**config.mk**
```make
export PLATFORM = sky130hd
export DESIGN_NAME = mot_timer
export DESIGN_NICKNAME = d
export VERILOG_FILES = /design/src/mot_pkg.sv /design/src/mot_timer.sv
export SDC_FILE = /design/constraint.sdc
export NUM_CORES = 1
export LEC_CHECK = 0
export ABC_AREA = 1
export BUFFER_PORTS_ARGS = -buffer_cell sky130_fd_sc_hd__buf_4
export CORE_ASPECT_RATIO = 1.1
export CORE_MARGIN = 1.5
export CORE_UTILIZATION = 30
export DETAILED_ROUTE_END_ITERATION = 6
export GPL_ROUTABILITY_DRIVEN = 0
export PLACE_DENSITY = 0.6
export REMOVE_ABC_BUFFERS = 1
export SLEW_MARGIN = 0
export SYNTH_ARGS = -nofsm -noshare
export SYNTH_HDL_FRONTEND = slang
export SYNTH_SLANG_ARGS = --single-unit
```
**constraint.sdc**
```tcl
create_clock -name clock_in -period 1.7 [get_ports clock_in]
set_input_delay 0.255 -clock clock_in [delete_from_list [all_inputs] [get_ports clock_in]]
set_output_delay 0.255 -clock clock_in [all_outputs]
set_load 0.02 [all_outputs]
```
**src/mot_pkg.sv**
```systemverilog
// Package for the modulo overflow timer: register map, fields, reset values.
// Assumes an AXI4-Lite master with 32-bit data; registers sit in the low byte.
package mot_pkg;

	// ************************************************************
	// Register map
	// ************************************************************
	localparam logic [3:0] REG_STATUS_CONTROL = 4'h0;
	localparam logic [3:0] REG_CLOCK_CONFIG   = 4'h4;
	localparam logic [3:0] REG_COUNT_VALUE    = 4'h8;
	localparam logic [3:0] REG_MODULO_LIMIT   = 4'hc;
	localparam int         ADDR_W             = 4;

	// ************************************************************
	// Field positions
	// ************************************************************
	localparam int BIT_OVF   = 7;
	localparam int BIT_IRQEN = 6;
	localparam int BIT_CLR   = 5;
	localparam int BIT_HALT  = 4;
	localparam int CSS_LO    = 4;
	localparam int PSS_LO    = 0;

	// ************************************************************
	// Encodings and reset values
	// ************************************************************
	localparam logic [1:0] CSS_BUS   = 2'h0;
	localparam logic [1:0] CSS_FIXED = 2'h1;
	localparam logic [1:0] CSS_FALL  = 2'h2;
	localparam logic [1:0] CSS_RISE  = 2'h3;
	localparam logic [3:0] PSS_MAX   = 4'h8;
	localparam logic [7:0] RST_COUNT = 8'h00;
	localparam logic [7:0] RST_MOD   = 8'h00;
	localparam logic [1:0] RST_CSS   = 2'h0;
	localparam logic [3:0] RST_PSS   = 4'h0;
	localparam logic [1:0] AXI_OKAY  = 2'h0;
	localparam logic [1:0] AXI_SLVERR = 2'h2;

	// Power and debug state of the host processor
	typedef struct packed {
		logic wait_mode;
		logic halt_level_one;
		logic halt_level_two;
		logic halt_level_three;
		logic halt_wake_reset;
		logic debug_active;
	} mot_power_t;

endpackage

```
**src/mot_timer.sv**
```systemverilog
// Modulo overflow timer with AXI4-Lite register slave.
// Assumes external clock pin is slower than a quarter of clock_in and that
// the power controller pulses halt_wake_reset when level one or two ends.
//
// The AXI4-Lite interface to the registers and the placing of the registers were left to the implementer.
`timescale 1ns/100ps

// Function
// - Eight-bit up-counter, free-running or limited by the modulo value.
// - Software-enabled overflow interrupt gives periodic interrupts on each wrap.
// - Source select 11 or 10 picks the external timer clock pin.
// - Sources: bus clock, fixed clock, external pin rising, external pin falling.
// - Prescaler divides by 1, 2, 4, 8, 16, 32, 64, 128, 256.
// - Timer keeps counting in wait mode; its interrupt can wake processor.
// - Timer disabled in every halt level and never wakes from halt.
// - Waking from halt level one or two returns timer to reset.
// - Level three ends by reset: reset state; by interrupt: state kept.
// - Active background debug suspends counting and holds the count.
// - After debug count resumes unless clear or modulo write reset it.
// - External pin is synchronised to the bus clock before use.
// - Four eight-bit registers: status/control, clock config, count, modulo.
// - Status: flag bit 7, enable 6, clear 5 write-only, halt 4.
// - Clock config: bits 7:6 zero, source 5:4, prescale 3:0.
// - Count register reads the full count and ignores writes.
// - Modulo register is a full eight-bit read/write limit.
// - Flag sets on wrap; cleared by read-then-write-0, clear or modulo write.
// - Interrupt request when enable and flag are both set; reset clears enable.
// - Writing 1 to clear zeros count and flag; reads return 0.
// - Halt freezes count, clearing resumes; reset sets halt.
module mot_timer (
	// Clock and reset
	input  wire logic               clock_in,
	input  wire logic               rst_b_in,
	// Clock sources
	input  wire logic               fixed_freq_clock_in,
	input  wire logic               ext_timer_clock_pin_in,
	// Processor power and debug state
	input  wire mot_pkg::mot_power_t power_in,
	// Interrupt request
	output logic                    irq_out,
	// AXI4-Lite write address
	input  wire logic [31:0]        s_axi_awaddr,
	input  wire logic               s_axi_awvalid,
	output logic                    s_axi_awready,
	// AXI4-Lite write data
	input  wire logic [31:0]        s_axi_wdata,
	input  wire logic [3:0]         s_axi_wstrb,
	input  wire logic               s_axi_wvalid,
	output logic                    s_axi_wready,
	// AXI4-Lite write response
	output logic [1:0]              s_axi_bresp,
	output logic                    s_axi_bvalid,
	input  wire logic               s_axi_bready,
	// AXI4-Lite read address
	input  wire logic [31:0]        s_axi_araddr,
	input  wire logic               s_axi_arvalid,
	output logic                    s_axi_arready,
	// AXI4-Lite read data
	output logic [31:0]             s_axi_rdata,
	output logic [1:0]              s_axi_rresp,
	output logic                    s_axi_rvalid,
	input  wire logic               s_axi_rready
);

	// ************************************************************
	// State
	// ************************************************************
	// Only the low address bits select a register; the rest must be zero
	localparam int ADDR_W_L = mot_pkg::ADDR_W;

	logic [7:0]  count_q, count_d;
	logic [7:0]  mod_q, mod_d;
	logic [7:0]  presc_q, presc_d;
	logic [1:0]  css_q, css_d;
	logic [3:0]  pss_q, pss_d;
	logic        ovf_q, ovf_d;
	logic        irqen_q, irqen_d;
	logic        halt_q, halt_d;
	logic        ovf_seen_q, ovf_seen_d;
	logic [2:0]  pin_sync_q, pin_sync_d;
	logic [2:0]  fix_sync_q, fix_sync_d;
	logic [ADDR_W_L-1:0] awaddr_q, awaddr_d;
	logic [31:0] wdata_q, wdata_d;
	logic        wbyte0_q, wbyte0_d;
	logic        aw_full_q, aw_full_d;
	logic        w_full_q, w_full_d;
	logic        bvalid_q, bvalid_d;
	logic [1:0]  bresp_q, bresp_d;
	logic        rvalid_q, rvalid_d;
	logic [31:0] rdata_q, rdata_d;
	logic [1:0]  rresp_q, rresp_d;
	logic        awbad_q, awbad_d;

	// ************************************************************
	// Source edges and prescaler
	// ************************************************************
	logic src_tick;
	logic pre_tick;
	logic run;
	logic do_write;
	logic do_read;
	logic wr_sc, wr_clk, wr_mod;
	logic wr_hit;
	logic rd_hit;
	logic [7:0] rd_byte;
	logic [7:0] next_count;
	logic [7:0] presc_mask;
	logic [3:0] pss_eff;
	logic       wrap;

	always_comb begin
		// Bit 0 of each synchroniser feeds only bit 1
		pin_sync_d = {pin_sync_q[1:0], ext_timer_clock_pin_in};
		fix_sync_d = {fix_sync_q[1:0], fixed_freq_clock_in};
		case (css_q)
			mot_pkg::CSS_BUS:   src_tick = 1'b1;
			mot_pkg::CSS_FIXED: src_tick = fix_sync_q[1] & ~fix_sync_q[2];
			mot_pkg::CSS_FALL:  src_tick = ~pin_sync_q[1] & pin_sync_q[2];
			mot_pkg::CSS_RISE:  src_tick = pin_sync_q[1] & ~pin_sync_q[2];
			default:            src_tick = 1'b1;
		endcase
	end

	// ************************************************************
	// Count control
	// ************************************************************
	always_comb begin
		// Larger prescale codes saturate at divide by 256
		pss_eff    = (pss_q > mot_pkg::PSS_MAX) ? mot_pkg::PSS_MAX : pss_q;
		// Low prescaler bits all ones marks the last source tick of a period
		presc_mask = 8'((9'h001 << pss_eff) - 9'h001);
		// Counting stops under halt bit, any halt level and debug
		// Wait mode is left out on purpose: the timer runs on and may wake the core
		run = ~halt_q & ~power_in.halt_level_one & ~power_in.halt_level_two
		    & ~power_in.halt_level_three & ~power_in.debug_active;
		pre_tick = run & src_tick & ((presc_q & presc_mask) == presc_mask);
		// Modulo zero must not match a zero count, or the count would never leave zero
		wrap = ((count_q == mod_q) && (mod_q != '0)) || (count_q == 8'hff);
		next_count = wrap ? mot_pkg::RST_COUNT : 8'(count_q + 8'h01);
	end

	// ************************************************************
	// Register bus decode
	// ************************************************************
	always_comb begin
		aw_full_d = aw_full_q;
		w_full_d  = w_full_q;
		awaddr_d  = awaddr_q;
		wdata_d   = wdata_q;
		wbyte0_d  = wbyte0_q;
		awbad_d   = awbad_q;
		if (s_axi_awvalid && s_axi_awready) begin
			aw_full_d = 1'b1;
			awaddr_d  = s_axi_awaddr[ADDR_W_L-1:0];
			// Upper bits are kept as one flag so they cannot alias a register
			awbad_d   = (s_axi_awaddr[31:ADDR_W_L] != '0);
		end
		if (s_axi_wvalid && s_axi_wready) begin
			w_full_d = 1'b1;
			wdata_d  = s_axi_wdata;
			wbyte0_d = s_axi_wstrb[0];
		end
		do_write = aw_full_q & w_full_q & ~bvalid_q;
		if (do_write) begin
			aw_full_d = 1'b0;
			w_full_d  = 1'b0;
		end
		wr_hit = ~awbad_q
		       & ((awaddr_q == mot_pkg::REG_STATUS_CONTROL) || (awaddr_q == mot_pkg::REG_CLOCK_CONFIG)
		       || (awaddr_q == mot_pkg::REG_COUNT_VALUE) || (awaddr_q == mot_pkg::REG_MODULO_LIMIT));
		wr_sc  = do_write & wbyte0_q & wr_hit & (awaddr_q == mot_pkg::REG_STATUS_CONTROL);
		wr_clk = do_write & wbyte0_q & wr_hit & (awaddr_q == mot_pkg::REG_CLOCK_CONFIG);
		wr_mod = do_write & wbyte0_q & wr_hit & (awaddr_q == mot_pkg::REG_MODULO_LIMIT);
		bvalid_d = bvalid_q;
		bresp_d  = bresp_q;
		if (bvalid_q && s_axi_bready) begin
			bvalid_d = 1'b0;
		end
		if (do_write) begin
			bvalid_d = 1'b1;
			bresp_d  = wr_hit ? mot_pkg::AXI_OKAY : mot_pkg::AXI_SLVERR;
		end

		do_read = s_axi_arvalid & s_axi_arready;
		rd_hit  = 1'b1;
		case (s_axi_araddr[ADDR_W_L-1:0])
			mot_pkg::REG_STATUS_CONTROL: rd_byte = {ovf_q, irqen_q, 1'b0, halt_q, 4'h0};
			mot_pkg::REG_CLOCK_CONFIG:   rd_byte = {2'h0, css_q, pss_q};
			mot_pkg::REG_COUNT_VALUE:    rd_byte = count_q;
			mot_pkg::REG_MODULO_LIMIT:   rd_byte = mod_q;
			default: begin
				rd_byte = 8'h00;
				rd_hit  = 1'b0;
			end
		endcase
		if (s_axi_araddr[31:ADDR_W_L] != '0) begin
			rd_byte = 8'h00;
			rd_hit  = 1'b0;
		end
		rvalid_d = rvalid_q;
		rdata_d  = rdata_q;
		rresp_d  = rresp_q;
		if (rvalid_q && s_axi_rready) begin
			rvalid_d = 1'b0;
		end
		if (do_read) begin
			rvalid_d = 1'b1;
			rdata_d  = {24'h000000, rd_byte};
			rresp_d  = rd_hit ? mot_pkg::AXI_OKAY : mot_pkg::AXI_SLVERR;
		end
	end

	assign s_axi_awready = ~aw_full_q;
	assign s_axi_wready  = ~w_full_q;
	assign s_axi_arready = ~rvalid_q;
	assign s_axi_bvalid  = bvalid_q;
	assign s_axi_bresp   = bresp_q;
	assign s_axi_rvalid  = rvalid_q;
	assign s_axi_rdata   = rdata_q;
	assign s_axi_rresp   = rresp_q;

	// ************************************************************
	// Timer state
	// ************************************************************
	always_comb begin
		count_d    = count_q;
		presc_d    = presc_q;
		mod_d      = mod_q;
		css_d      = css_q;
		pss_d      = pss_q;
		ovf_d      = ovf_q;
		irqen_d    = irqen_q;
		halt_d     = halt_q;
		ovf_seen_d = ovf_seen_q;
		// Flag read while set arms the clear
		if (do_read && rd_hit && s_axi_araddr[ADDR_W_L-1:0] == mot_pkg::REG_STATUS_CONTROL && ovf_q) begin
			ovf_seen_d = 1'b1;
		end
		if (run && src_tick) begin
			presc_d = 8'(presc_q + 8'h01);
		end
		if (pre_tick) begin
			count_d = next_count;
		end
		if (wr_sc) begin
			irqen_d = wdata_q[mot_pkg::BIT_IRQEN];
			halt_d  = wdata_q[mot_pkg::BIT_HALT];
			if (!wdata_q[mot_pkg::BIT_OVF] && ovf_seen_q) begin
				ovf_d      = 1'b0;
				ovf_seen_d = 1'b0;
			end
			if (wdata_q[mot_pkg::BIT_CLR]) begin
				count_d = mot_pkg::RST_COUNT;
				presc_d = 8'h00;
				ovf_d   = 1'b0;
			end
		end
		if (wr_clk) begin
			// Count is kept across source and prescale changes
			css_d = wdata_q[mot_pkg::CSS_LO+1:mot_pkg::CSS_LO];
			pss_d = wdata_q[mot_pkg::PSS_LO+3:mot_pkg::PSS_LO];
		end
		if (wr_mod) begin
			mod_d   = wdata_q[7:0];
			count_d = mot_pkg::RST_COUNT;
			presc_d = 8'h00;
			ovf_d   = 1'b0;
		end
		// Hardware set wins over any clear in the same cycle
		if (pre_tick && wrap) begin
			ovf_d = 1'b1;
		end
	end

	// ************************************************************
	// Interrupt
	// ************************************************************
	// Level output; it stays high until software clears the flag or the enable, or a wake pulse resets the timer
	assign irq_out = irqen_q & ovf_q;

	// ************************************************************
	// Synchronisers
	// ************************************************************
	// Reset to the idle pin level so no false edge follows reset
	always_ff @(posedge clock_in or negedge rst_b_in) begin
		if (!rst_b_in) begin
			pin_sync_q <= 3'h0;
			fix_sync_q <= 3'h0;
		end else begin
			pin_sync_q <= pin_sync_d;
			fix_sync_q <= fix_sync_d;
		end
	end

	// ************************************************************
	// Bus registers
	// ************************************************************
	// Bus state survives a halt wake so a pending response is not lost
	always_ff @(posedge clock_in or negedge rst_b_in) begin
		if (!rst_b_in) begin
			aw_full_q  <= 1'b0;
			w_full_q   <= 1'b0;
			awaddr_q   <= '0;
			awbad_q    <= 1'b0;
			wdata_q    <= 32'h00000000;
			wbyte0_q   <= 1'b0;
			bvalid_q   <= 1'b0;
			bresp_q    <= mot_pkg::AXI_OKAY;
			rvalid_q   <= 1'b0;
			rdata_q    <= 32'h00000000;
			rresp_q    <= mot_pkg::AXI_OKAY;
		end else begin
			aw_full_q  <= aw_full_d;
			w_full_q   <= w_full_d;
			awaddr_q   <= awaddr_d;
			awbad_q    <= awbad_d;
			wdata_q    <= wdata_d;
			wbyte0_q   <= wbyte0_d;
			bvalid_q   <= bvalid_d;
			bresp_q    <= bresp_d;
			rvalid_q   <= rvalid_d;
			rdata_q    <= rdata_d;
			rresp_q    <= rresp_d;
		end
	end

	// ************************************************************
	// Timer registers
	// ************************************************************
	// The wake pulse is synchronous and touches only timer state
	always_ff @(posedge clock_in or negedge rst_b_in) begin
		if (!rst_b_in) begin
			count_q    <= mot_pkg::RST_COUNT;
			presc_q    <= 8'h00;
			mod_q      <= mot_pkg::RST_MOD;
			css_q      <= mot_pkg::RST_CSS;
			pss_q      <= mot_pkg::RST_PSS;
			ovf_q      <= 1'b0;
			irqen_q    <= 1'b0;
			halt_q     <= 1'b1;
			ovf_seen_q <= 1'b0;
		end else if (power_in.halt_wake_reset) begin
			// Wake from deep halt levels restores reset state
			count_q    <= mot_pkg::RST_COUNT;
			presc_q    <= 8'h00;
			mod_q      <= mot_pkg::RST_MOD;
			css_q      <= mot_pkg::RST_CSS;
			pss_q      <= mot_pkg::RST_PSS;
			ovf_q      <= 1'b0;
			irqen_q    <= 1'b0;
			halt_q     <= 1'b1;
			ovf_seen_q <= 1'b0;
		end else begin
			count_q    <= count_d;
			presc_q    <= presc_d;
			mod_q      <= mod_d;
			css_q      <= css_d;
			pss_q      <= pss_d;
			ovf_q      <= ovf_d;
			irqen_q    <= irqen_d;
			halt_q     <= halt_d;
			ovf_seen_q <= ovf_seen_d;
		end
	end

endmodule

```
After elaboration in Yosys (flattened, before gate mapping)

Index checks and enable logic that the tools add are counted.

Register bits after elaboration: 70
Bits in latches: 0
Bits in writable memories: 0
Bits in read-only memories: 0
Bits of input ports: 115
Output and inout port bits: 42
Logic and storage cells: 152
Memories: 0

$add $sub $neg: 3
Multipliers: 0
Divide/modulo/power cells: 0
Order comparisons: 1
Equality and inequality tests: 12
Shift operators: 1
Mux-type cells: 47
Bitwise operators: 33
Reduce and logical (&&, ||, !) cells: 33

Operator list:

| operator                                         | number |
|---|---|
| two-way mux 8 bit                                | 14 |
| nonzero test 28 bit                              | 2 |
| case mux 8 bit (4 select lines)                  | 1 |
| two-way mux 1 bit                                | 24 |
| AND 1 bit                                        | 19 |
| adder 8 x 1 -> 8 bit, second input constant      | 2 |
| == test 4 bit, second input constant             | 4 |
| == test 8 bit                                    | 2 |
| nonzero test 2 bit                               | 7 |
| NOT 1 bit                                        | 13 |
| two-way mux 4 bit                                | 3 |
| logical AND 1 bit                                | 11 |
| AND 8 bit                                        | 1 |
| == test 4 x 3 -> 1 bit, second input constant    | 2 |
| == test 8 bit, second input constant             | 1 |
| zero test 4 bit                                  | 2 |
| two-way mux 2 bit                                | 4 |
| nonzero test 8 bit                               | 1 |
| << shifter 1 x 4 -> 8 bit, first input constant  | 1 |
| subtractor 8 x 1 -> 8 bit, second input constant | 1 |
| nonzero test 5 bit                               | 1 |
| == test 2 bit, second input constant             | 2 |
| > comparator 4 bit, second input constant        | 1 |
| logical OR 1 bit                                 | 4 |
| other kinds (7)                                  | 7 |

Depth between registers and ports, before layout

Gate-level depths: netlist of run 1.

Word-level depth: 12
Depth in mapped cells: 13
Depth with buffers taken out: 12

Least setup slack after synthesis of run 1

OpenSTA, ideal clock, no wires.

Kind: reg2reg
Start point: register pss_q[3]
End point: register count_q[6]
Setup time: 118 ps
Data arrival time: 1,701 ps
Setup slack: -119 ps
Stages on the path, launching flop included: 12
Clock period less this slack: 1,819 ps
Cells stage by stage: dfrtp_1 nor2_4 nand3_1 ha_1 o21ai_0 a21oi_1 nand3_2 nor2_4 buf_6 nand3_1 nand2_1 nor2_2

Longest elaborated chain between the ends: 12

Ends and longest elaborated chain:

| item                          | line             | source |
|---|---|---|
| start, declared               | mot_timer.sv:75  | `logic [3:0] pss_q, pss_d;` |
| start signal, assigned        | mot_timer.sv:337 | `pss_q <= mot_pkg::RST_PSS;` |
| start signal, assigned        | mot_timer.sv:348 | `pss_q <= mot_pkg::RST_PSS;` |
| start signal, assigned        | mot_timer.sv:358 | `pss_q <= pss_d;` |
| > comparator 4 bit            | mot_timer.sv:129 | `pss_eff = (pss_q > mot_pkg::PSS_MAX) ? mot_pkg::PSS_MAX : pss_q;` |
| two-way mux 4 bit (*)         | mot_timer.sv:129 |  |
| << shifter 1 x 4 -> 8 bit (*) | mot_timer.sv:131 | `presc_mask = 8'((9'h001 << pss_eff) - 9'h001);` |
| subtractor 8 x 1 -> 8 bit (*) | mot_timer.sv:131 |  |
| AND 8 bit                     | mot_timer.sv:136 | `pre_tick = run & src_tick & ((presc_q & presc_mask) == presc_mask);` |
| == test 8 bit (*)             | mot_timer.sv:136 |  |
| AND 1 bit (*)                 | mot_timer.sv:136 |  |
| two-way mux 8 bit (*)         | mot_timer.sv:242 | `if (pre_tick) begin` |
| two-way mux 8 bit             | mot_timer.sv:252 | `if (wdata_q[mot_pkg::BIT_CLR]) begin` |
| two-way mux 8 bit (*)         | mot_timer.sv:245 | `if (wr_sc) begin` |
| two-way mux 8 bit (*)         | mot_timer.sv:263 | `if (wr_mod) begin` |
| two-way mux 8 bit (*)         | mot_timer.sv:342 | `end else if (power_in.halt_wake_reset) begin` |
| end signal, assigned          | mot_timer.sv:333 | `count_q <= mot_pkg::RST_COUNT;` |
| end signal, assigned          | mot_timer.sv:344 | `count_q <= mot_pkg::RST_COUNT;` |
| end signal, assigned          | mot_timer.sv:354 | `count_q <= count_d;` |
| end, declared                 | mot_timer.sv:71  | `logic [7:0] count_q, count_d;` |

Every way passes the cells marked *; elsewhere a longest branch is shown, timed or not.
A chain may end at the register's enable or synchronous reset.

Worst setup path after layout of run 1

Start point: register pss_q[1]
End point: register count_q[6]

Same word-level chain as after synthesis.

==> metrics, run 1 <==
power per cell area=1040 nW/um^2; CP max stage delay=400 ps; die area=13200 sq um; Post-synth EDFFs=0; initial antenna violation count=0; CP Max Fanout=6; CTS buffer count=9; initial DRC count=172; Worst Max-Slew Pin Slew=579 ps; setup ws final=-278 ps; number of max-cap violations=0; failing checks=setup timing; largest net degree at the start of global routing=24; Core Region=12100 sq um; grt ovf=0; vias=3581; worst clock skew=8.14 ps; Cell variety after synth=34; WHS Path Cells=1; Vias/cell=4.54; Final setup viols=9; Area Growth Syn to Fin=41.1%; clock sinks=68; worst path required time=1930 ps; r2r endpoint=count_q[6]; most frequent cells in the layout=buf_4 (137), nand2_1 (103), dfrtp_1 (67); ys flop type=dfrtp_1; synthesized area per cell=7.84 sq um; Root Buffer=clkbuf_16; number of global-route vias before repair=3346; CTS max path bufs=2; Worst setup SP type=flop; crit end category=flop; Leakage=2.59 nW; reg2reg start=pss_q[1]; Final Hold Violating Endpoints=0; Total Wirelength=9520 microns; GRT Resource Usage Total=0.149; crit path buf inv count=1; Nets=747; Slew Limit Fails=0; fmax=0.505 GHz; Largest delay share family, worst path=simple AND/OR/NAND/NOR gates; Rows=42; most common cell after layout, fill and taps aside=buf_4; slowest stage cell, crit path=dfrtp_1; Tcrit/Tclk final=1.16; IO Pins=157; Final ANT Viol Nets=0; Worst Hold Class=primary input to flop; Worst Hold Launch=fixed_freq_clock_in; fin util=0.437; sequential area share after synthesis=0.453; layout cells sized above 1=0.311; R2R cell count=11; RSZ-0062 raised after global routing=yes; relative slew slack=0.610; critical path type=flop to flop; synth warn=0; Routed wire per std cell=12.1 microns; initial core utilization=0.310; status=finished, violations left; number of cells on the critical path=11; Die Y=120 microns; ys async rst share=1.00; critical-path cell list=nor2_4 > nand3_2 > ha_4 > o21ai_2 > a21oi_2 > nand3_2 > nor2_4 > clkbuf_16 > nand3_1 > nand2_1 > nor2_2; worst hold slack=22.9 ps; detailed-placement wirelength estimate=7500 microns; drt first pass iters=4; Tmin final=1980 ps; arrival time worst endpoint=2210 ps; DRC violations left=0; maximum VDD drop=0.000773 V; cell area after synthesis=3760 sq um; FF-to-FF setup slack=-280 ps; first-pass GRT wire length=15100 microns; CTS tree=yes; H-tree lvl count=3; clk_lat worst skew=340 ps; Post-Synthesis Cells=480; worst hold endpoint=fix_sync_q[0]; PortBufs=102; DIE WIDTH=110 microns; clock-pin slew on the worst setup and hold paths=60 ps; n_diodes=0; Synth Register Bits=68
flip-flops by register name, summed over array words and instances, names as in the netlist, 2 cells and up:
name,flops
presc_q,8
awaddr_q,4
count_q,8
wdata_q,8
pss_q,4
pin_sync_q,3
mod_q,8
fix_sync_q,3
s_axi_rdata,8
css_q,2
through the flow:
step / instances / setup WS (ps) / setup TNS [ps] / power, W / instance area [sq um]
2_1_floorplan: 476 / -172 / -1350 / 0.00293 / 3640
3_3_place_gp: 765 / -172 / -1330 / 0.00357 / 4870
3_5_place_dp: 765 / -233 / -1900 / 0.00361 / 4870
4_1_cts: 783 / -208 / -1600 / 0.00550 / 5210
5_1_grt: 788 / -415 / -3410 / 0.00586 / 5310
6_report: 788 / -278 / -2200 / 0.00554 / 5310
timing repair:
action	4_1_cts	5_1_grt
buffers inserted	1	4
hold buffers	1	0
endpoints found under the hold margin	17	0
pin swaps	2	11
endpoints found under the setup margin	9	11
gates resized for setup	10	9
cloned	0	1
cells by family (layout without fill, tap and decap cells):
kind of cell,after synthesis,in the layout,synth area share
buffers and inverters,94,223,0.122
multiplexers,7,7,0.0210
AO/OA/AOI/OAI,69,69,0.105
other,1,26,0.000997
flip-flops,68,68,0.453
XOR/XNOR,5,5,0.0116
adder cells (fa/ha/maj),3,3,0.00998
AND/OR/NAND/NOR,233,233,0.277
report_power, final:
group	internal, W	switching, W
logic	0.000758	0.000862
clock network	0.00113	0.000709
registers	0.00190	0.000184
cells in the mapped netlist (5+ instances only):
library cell  count  share of area
nand2_1         105           0.10
buf_4            26          0.052
o21ai_0          39          0.052
xor2_1            5          0.012
nor4_1            8          0.013
inv_1            60          0.060
o22ai_1           5         0.0083
dfrtp_1          67           0.45
nor3_1           13          0.017
mux2_2            7          0.021
nand3_1          22          0.029
a21oi_1          14          0.019
nor2_1           61          0.061
nand4_1           8          0.013
metal layers:
metal  track usage  vias to the layer above  share of wire
li1              -                     1806              -
met3        0.0205                       17          0.060
met4        0.0804                        0          0.026
met2         0.259                      149           0.49
met1         0.175                     1609           0.42
met5             0                        -              0
worst reg2reg max path: cells and delay by family, from the launching register on:
family	cells	cell delay [ps]
compound gates	2	180
flops	1	400
buf+inv	1	200
fa+ha+maj	1	270
simple gates	7	820
how the worst max path moves through the flow:
stage	start	endpoint
final	pss_q[1]	count_q[6]
after floorplan	pss_q[3]	count_q[1]
after global placement	pss_q[2]	count_q[7]
after detailed placement	pss_q[2]	count_q[7]
after CTS	pss_q[3]	count_q[7]
after global routing	pss_q[2]	count_q[7]
final cells by class:
cell class	count	area, sq um
fillers	1244	6830
flip-flops and latches	68	1700
well taps	154	193
inverters	65	244
clock inverters	6	65.1
repair buffers	142	1110
clock buffers	10	229
multi-input cells	343	1760
Note: power is estimated with default switching activity, not from simulation.
==> inputs of run 2 (changes only) <==
--- a/config.mk
+++ b/config.mk
@@ -6,13 +6,13 @@
 export NUM_CORES = 1
 export LEC_CHECK = 0
 export ABC_AREA = 1
-export BUFFER_PORTS_ARGS = -buffer_cell sky130_fd_sc_hd__buf_4
+export BUFFER_PORTS_ARGS = -buffer_cell sky130_fd_sc_hd__clkbuf_2
 export CORE_ASPECT_RATIO = 1.1
 export CORE_MARGIN = 1.5
 export CORE_UTILIZATION = 30
 export DETAILED_ROUTE_END_ITERATION = 6
 export GPL_ROUTABILITY_DRIVEN = 0
-export PLACE_DENSITY = 0.6
+export PLACE_DENSITY = 0.58
 export REMOVE_ABC_BUFFERS = 1
 export SLEW_MARGIN = 0
 export SYNTH_ARGS = -nofsm -noshare
==> constraint.sdc (replaced) <==
create_clock -name clock_in -period 2.05 [get_ports clock_in]
set_input_delay 0.3075 -clock clock_in [delete_from_list [all_inputs] [get_ports clock_in]]
set_output_delay 0.3075 -clock clock_in [all_outputs]
set_load 0.02 [all_outputs]
==> run 2 against run 1 <==
Compared with the run above:
- the run ends with hold timing left
- sequential power shrank 17%
- sequential cell count is the same
- worst setup slack gained 350 ps
- clock power decreased by 16%
- register-to-register slack improved by 350 ps
- largest cell class unchanged
- global-route usage shrank 0.70 points
- hold slack got worse by 38 ps
- non-clock buffer count shrank 25
- clock-buffer cell count grew 2
- core utilization is 3.8 points lower
- clock skew is 1.5 ps lower
- largest power group unchanged
==> metrics, run 2 (synthesis results as in run 1) <==
CTS max path bufs=2 (unchanged); fmax=0.507 GHz (was 0.505 GHz); largest net degree at the start of global routing=69 (was 24); RSZ-0062 raised after global routing=yes (unchanged); initial DRC count=143 (was 172); worst hold slack=-14.8 ps (was 22.9 ps); CTS tree=yes (unchanged); Worst setup SP type=flop (unchanged); failing checks=hold timing (was setup timing); relative slew slack=0.660 (was 0.610); setup ws final=76.7 ps (was -278 ps); Rows=42 (unchanged); status=finished, violations left (unchanged); GRT Resource Usage Total=0.142 (was 0.149); clock-pin slew on the worst setup and hold paths=50 ps (was 60 ps); Routed wire per std cell=11.9 microns (was 12.1 microns); grt ovf=0 (unchanged); crit path buf inv count=1 (unchanged); Nets=722 (was 747); H-tree lvl count=3 (unchanged); Largest delay share family, worst path=simple AND/OR/NAND/NOR gates (unchanged); power per cell area=915 nW/um^2 (was 1040 nW/um^2); worst path required time=2310 ps (was 1930 ps); maximum VDD drop=0.000512 V (was 0.000773 V); Final Hold Violating Endpoints=7 (was 0); FF-to-FF setup slack=80 ps (was -280 ps); initial antenna violation count=0 (unchanged); critical path type=flop to flop (unchanged); arrival time worst endpoint=2230 ps (was 2210 ps); slowest stage cell, crit path=dfrtp_2 (was dfrtp_1); Vias/cell=4.56 (was 4.54); DRC violations left=0 (unchanged); placed insts=743 (was 765); Worst Hold Class=primary input to async pin (was primary input to flop); clock sinks=68 (unchanged); Slew Limit Fails=0 (unchanged); number of cells on the critical path=12 (was 11); Final ANT Viol Nets=0 (unchanged); Tcrit/Tclk final=0.963 (was 1.16); Die Y=120 microns (unchanged); Place WS=110 ps (was -233 ps); first-pass GRT wire length=14600 microns (was 15100 microns); Core Region=12100 sq um (unchanged); CP Max Fanout=7 (was 6); n_diodes=0 (unchanged); Tmin final=1970 ps (was 1980 ps); vias=3477 (was 3581); CTS buffer count=9 (unchanged); die area=13200 sq um (unchanged); Worst Max-Slew Pin Slew=505 ps (was 579 ps); DIE WIDTH=110 microns (unchanged); worst clock skew=6.69 ps (was 8.14 ps); most common cell after layout, fill and taps aside=clkbuf_2 (was buf_4); number of global-route vias before repair=3275 (was 3346); Area Growth Syn to Fin=29.0% (was 41.1%); post-route non-filler standard cell count=763 (was 788); fin util=0.400 (was 0.437); critical-path cell list=nor2_4 > nand3_2 > ha_4 > o21ai_2 > a21oi_2 > nand3_2 > nor2_4 > buf_12 > nand2_4 > nand2_2 > nand2_2 > nor2_1 (was nor2_4 > nand3_2 > ha_4 > o21ai_2 > a21oi_2 > nand3_2 > nor2_4 > clkbuf_16 > nand3_1 > nand2_1 > nor2_2); crit end category=flop (unchanged); number of max-cap violations=0 (unchanged); Root Buffer=clkbuf_16 (unchanged); drt first pass iters=4 (unchanged); most frequent cells in the layout=clkbuf_2 (102), nand2_1 (101), dfrtp_1 (65) (was buf_4 (137), nand2_1 (103), dfrtp_1 (67)); initial core utilization=0.310 (unchanged); Final setup viols=0 (was 9); PortBufs=102 (unchanged); CP max stage delay=430 ps (was 400 ps); clk_lat worst skew=330 ps (was 340 ps); Total Wirelength=9090 microns (was 9520 microns); detailed-placement wirelength estimate=6940 microns (was 7500 microns); Design Power=0.00444 W (was 0.00554 W); R2R cell count=12 (was 11); IO Pins=157 (unchanged); reg2reg start=pss_q[1] (unchanged); Leakage=2.39 nW (was 2.59 nW); crit path from=pss_q[1] (unchanged); layout cells sized above 1=0.279 (was 0.311)
## run 2: area by class of cell
class | instances | area [sq um]
clock buffers | 12 | 246
clock inverters | 4 | 50.0
fillers | 1231 | 7290
inverters | 65 | 244
multi-input cells | 343 | 1750
flip-flops and latches | 68 | 1710
well taps | 154 | 193
repair buffers | 117 | 666
## run 2: final timing paths
kind | endpoint
hold / removal | fix_sync_q[2]
setup reg to reg | count_q[7]
min in group clock_in | fix_sync_q[0]
setup / recovery | count_q[7]
max in group asynchronous | halt_q
hold reg to reg | fix_sync_q[1]
## run 2: worst register-to-register path, delay by kind of cell, from the launching register on
| kind | cells | cell delay, ps |
|---|---|---|
| and+or+nand+nor | 8 | 880 |
| buffers and inverters | 1 | 160 |
| adders and majority gates | 1 | 280 |
| AOI/OAI and AO/OA | 2 | 170 |
| DFF | 1 | 430 |
## run 2: metrics by stage
step                TNS, ps  area, sq um
CTS                       0         4750
global placement          0         4450
global route          -82.3         4850
detailed placement        0         4450
finish                    0         4850
floorplan                 0         3640
## run 2: what timing repair did
| item | CTS | global route |
|---|---|---|
| resized for setup | 0 | 15 |
| setup endpoints to repair | 0 | 9 |
| buffers inserted | 0 | 3 |
| hold buffers | 0 | 0 |
## run 2: power breakdown
part | total (W) | switching (W) | leakage [nW] | internal (W)
Clock | 0.00154 | 0.000570 | 0.139 | 0.000973
Combinational | 0.00116 | 0.000691 | 1.38 | 0.000473
Sequential | 0.00173 | 0.000155 | 0.875 | 0.00158
## run 2: routing by layer
metal | vias to the layer above | global-route usage | wire, microns
met5 | - | 0 | 0
met4 | 0 | 0.0471 | 126
met3 | 10 | 0.0334 | 645
met2 | 157 | 0.245 | 4370
met1 | 1554 | 0.173 | 3940
li1 | 1756 | - | -
==> inputs of run 3 (changes only) <==
--- a/config.mk
+++ b/config.mk
@@ -10,6 +10,7 @@
 export CORE_ASPECT_RATIO = 1.1
 export CORE_MARGIN = 1.5
 export CORE_UTILIZATION = 30
+export CTS_BUF_LIST = sky130_fd_sc_hd__clkbuf_4 sky130_fd_sc_hd__clkbuf_8 sky130_fd_sc_hd__clkbuf_16
 export DETAILED_ROUTE_END_ITERATION = 6
 export GPL_ROUTABILITY_DRIVEN = 0
 export PLACE_DENSITY = 0.58
==> run 3 against run 2 <==
Compared with the run above:
- the flow still finishes with violations (hold timing)
- total power grew 0.56%
- register-to-register slack is essentially flat
- sequential power is essentially flat
- highest routed layer unchanged
- critical path type unchanged
- hold slack lost 1.2 ps
==> metrics, run 3 (synthesis results as in run 1) <==
die area=13200 sq um (unchanged); GRT Resource Usage Total=0.142 (about the same); status=finished, violations left (unchanged); largest net degree at the start of global routing=69 (unchanged); R2R cell count=12 (unchanged); worst path required time=2310 ps (about the same); Design Power=0.00446 W (was 0.00444 W); most common cell after layout, fill and taps aside=clkbuf_2 (unchanged); Slew Limit Fails=0 (unchanged); drt first pass iters=4 (unchanged); crit path buf inv count=1 (unchanged); fmax=0.507 GHz (about the same); Total Wirelength=9080 microns (was 9090 microns); CP Max Fanout=7 (unchanged); post-route non-filler standard cell count=763 (unchanged); placed insts=743 (unchanged); Root Buffer=clkbuf_16 (unchanged); Tmin final=1970 ps (about the same); Worst Hold Class=primary input to async pin (unchanged); DRC violations left=0 (unchanged); failing checks=hold timing (unchanged); Leakage=2.40 nW (was 2.39 nW); critical path type=flop to flop (unchanged); Rows=42 (unchanged); fin util=0.400 (about the same); relative slew slack=0.660 (unchanged); CTS buffer count=9 (unchanged); Die Y=120 microns (unchanged); clk_lat worst skew=330 ps (about the same); detailed-placement wirelength estimate=6940 microns (unchanged); worst hold slack=-16.0 ps (was -14.8 ps); initial antenna violation count=0 (unchanged); Tcrit/Tclk final=0.963 (about the same); slowest stage cell, crit path=dfrtp_2 (unchanged); initial core utilization=0.310 (unchanged); maximum VDD drop=0.000510 V (was 0.000512 V); PortBufs=102 (unchanged); Final ANT Viol Nets=0 (unchanged); Largest delay share family, worst path=simple AND/OR/NAND/NOR gates (unchanged); number of global-route vias before repair=3272 (was 3275); clock-pin slew on the worst setup and hold paths=50 ps (about the same); Worst setup SP type=flop (unchanged); n_diodes=0 (unchanged); first-pass GRT wire length=14500 microns (was 14600 microns); clock sinks=68 (unchanged); DIE WIDTH=110 microns (unchanged); grt ovf=0 (unchanged); CTS tree=yes (unchanged); Final Hold Violating Endpoints=8 (was 7); critical-path cell list=nor2_4 > nand3_2 > ha_4 > o21ai_2 > a21oi_2 > nand3_2 > nor2_4 > buf_12 > nand2_4 > nand2_2 > nand2_2 > nor2_1 (unchanged); CTS max path bufs=2 (unchanged); number of max-cap violations=0 (unchanged); power per cell area=918 nW/um^2 (was 915 nW/um^2); crit end category=flop (unchanged); CP max stage delay=430 ps (about the same); RSZ-0062 raised after global routing=yes (unchanged); Vias/cell=4.55 (was 4.56); Worst Max-Slew Pin Slew=505 ps (unchanged); most frequent cells in the layout=clkbuf_2 (102), nand2_1 (101), dfrtp_1 (65) (unchanged); initial DRC count=151 (was 143); layout cells sized above 1=0.282 (was 0.279); H-tree lvl count=3 (unchanged); Routed wire per std cell=11.9 microns (about the same); number of cells on the critical path=12 (unchanged); Core Region=12100 sq um (unchanged); worst clock skew=6.82 ps (was 6.69 ps); arrival time worst endpoint=2230 ps (about the same); Final setup viols=0 (unchanged); Nets=722 (unchanged); IO Pins=157 (unchanged); vias=3471 (was 3477); Area Growth Syn to Fin=29.2% (was 29.0%)
[run 3: cell counts in the layout (fill, tap and decap cells not counted)]
No cell type changed its count.
[run 3: final cells by class]
class / instances / area, sq um
inverter: 65 / 244
sequential: 68 / 1710
tap: 154 / 193
timing repair buffer: 117 / 666
clock buffer: 12 / 254
multi-input combinational: 343 / 1750
clock inverter: 4 / 50.0
fill: 1234 / 7280
[run 3: power by group]
part           total, W  internal, W  switching [W]
logic           0.00116     0.000473       0.000691
clock network   0.00157     0.000999       0.000569
registers       0.00173      0.00158       0.000153
total           0.00446      0.00305        0.00141
[run 3: worst reg2reg max path: stages (launching register included)]
cell and delay, ps:
dfrtp_2 430, nor2_4 140, nand3_2 110, ha_4 280, o21ai_2 50, a21oi_2 120
nand3_2 110, nor2_4 240, buf_12 160, nand2_4 50, nand2_2 70, nand2_2 50
nor2_1 110
[run 3: routing by layer]
layer	up-vias	GRT usage	routed length, microns
li1	1757	-	-
met1	1546	0.172	3940
met2	157	0.244	4360
met3	11	0.0334	646
met4	0	0.0471	130
met5	-	0	0
[run 3: final timing paths]
path                                      from             to  slack (ps)
min reg2reg                      fix_sync_q[0]  fix_sync_q[1]         350
max                                   pss_q[1]     count_q[7]          80
min                                   rst_b_in  fix_sync_q[2]         -20
min in group clock_in      fixed_freq_clock_in  fix_sync_q[0]          80
max in group asynchronous             rst_b_in         halt_q        1730
max reg2reg                           pss_q[1]     count_q[7]          80
[run 3: per-stage QoR]
stage	hold WS [ps]	TNS (ps)	cell area [sq um]	setup slack, ps
finish	-16.0	0	4860	76.4
global route	42.2	-77.5	4860	-39.2
CTS	20.6	0	4760	97.3
detailed placement	335	0	4450	110
global placement	334	0	4450	161
floorplan	11.9	0	3640	178
[run 3: timing repair]
item	4_1_cts	5_1_grt
setup endpoints to repair	0	9
hold buffers	0	0
gates resized for setup	0	15
setup buffers	0	3
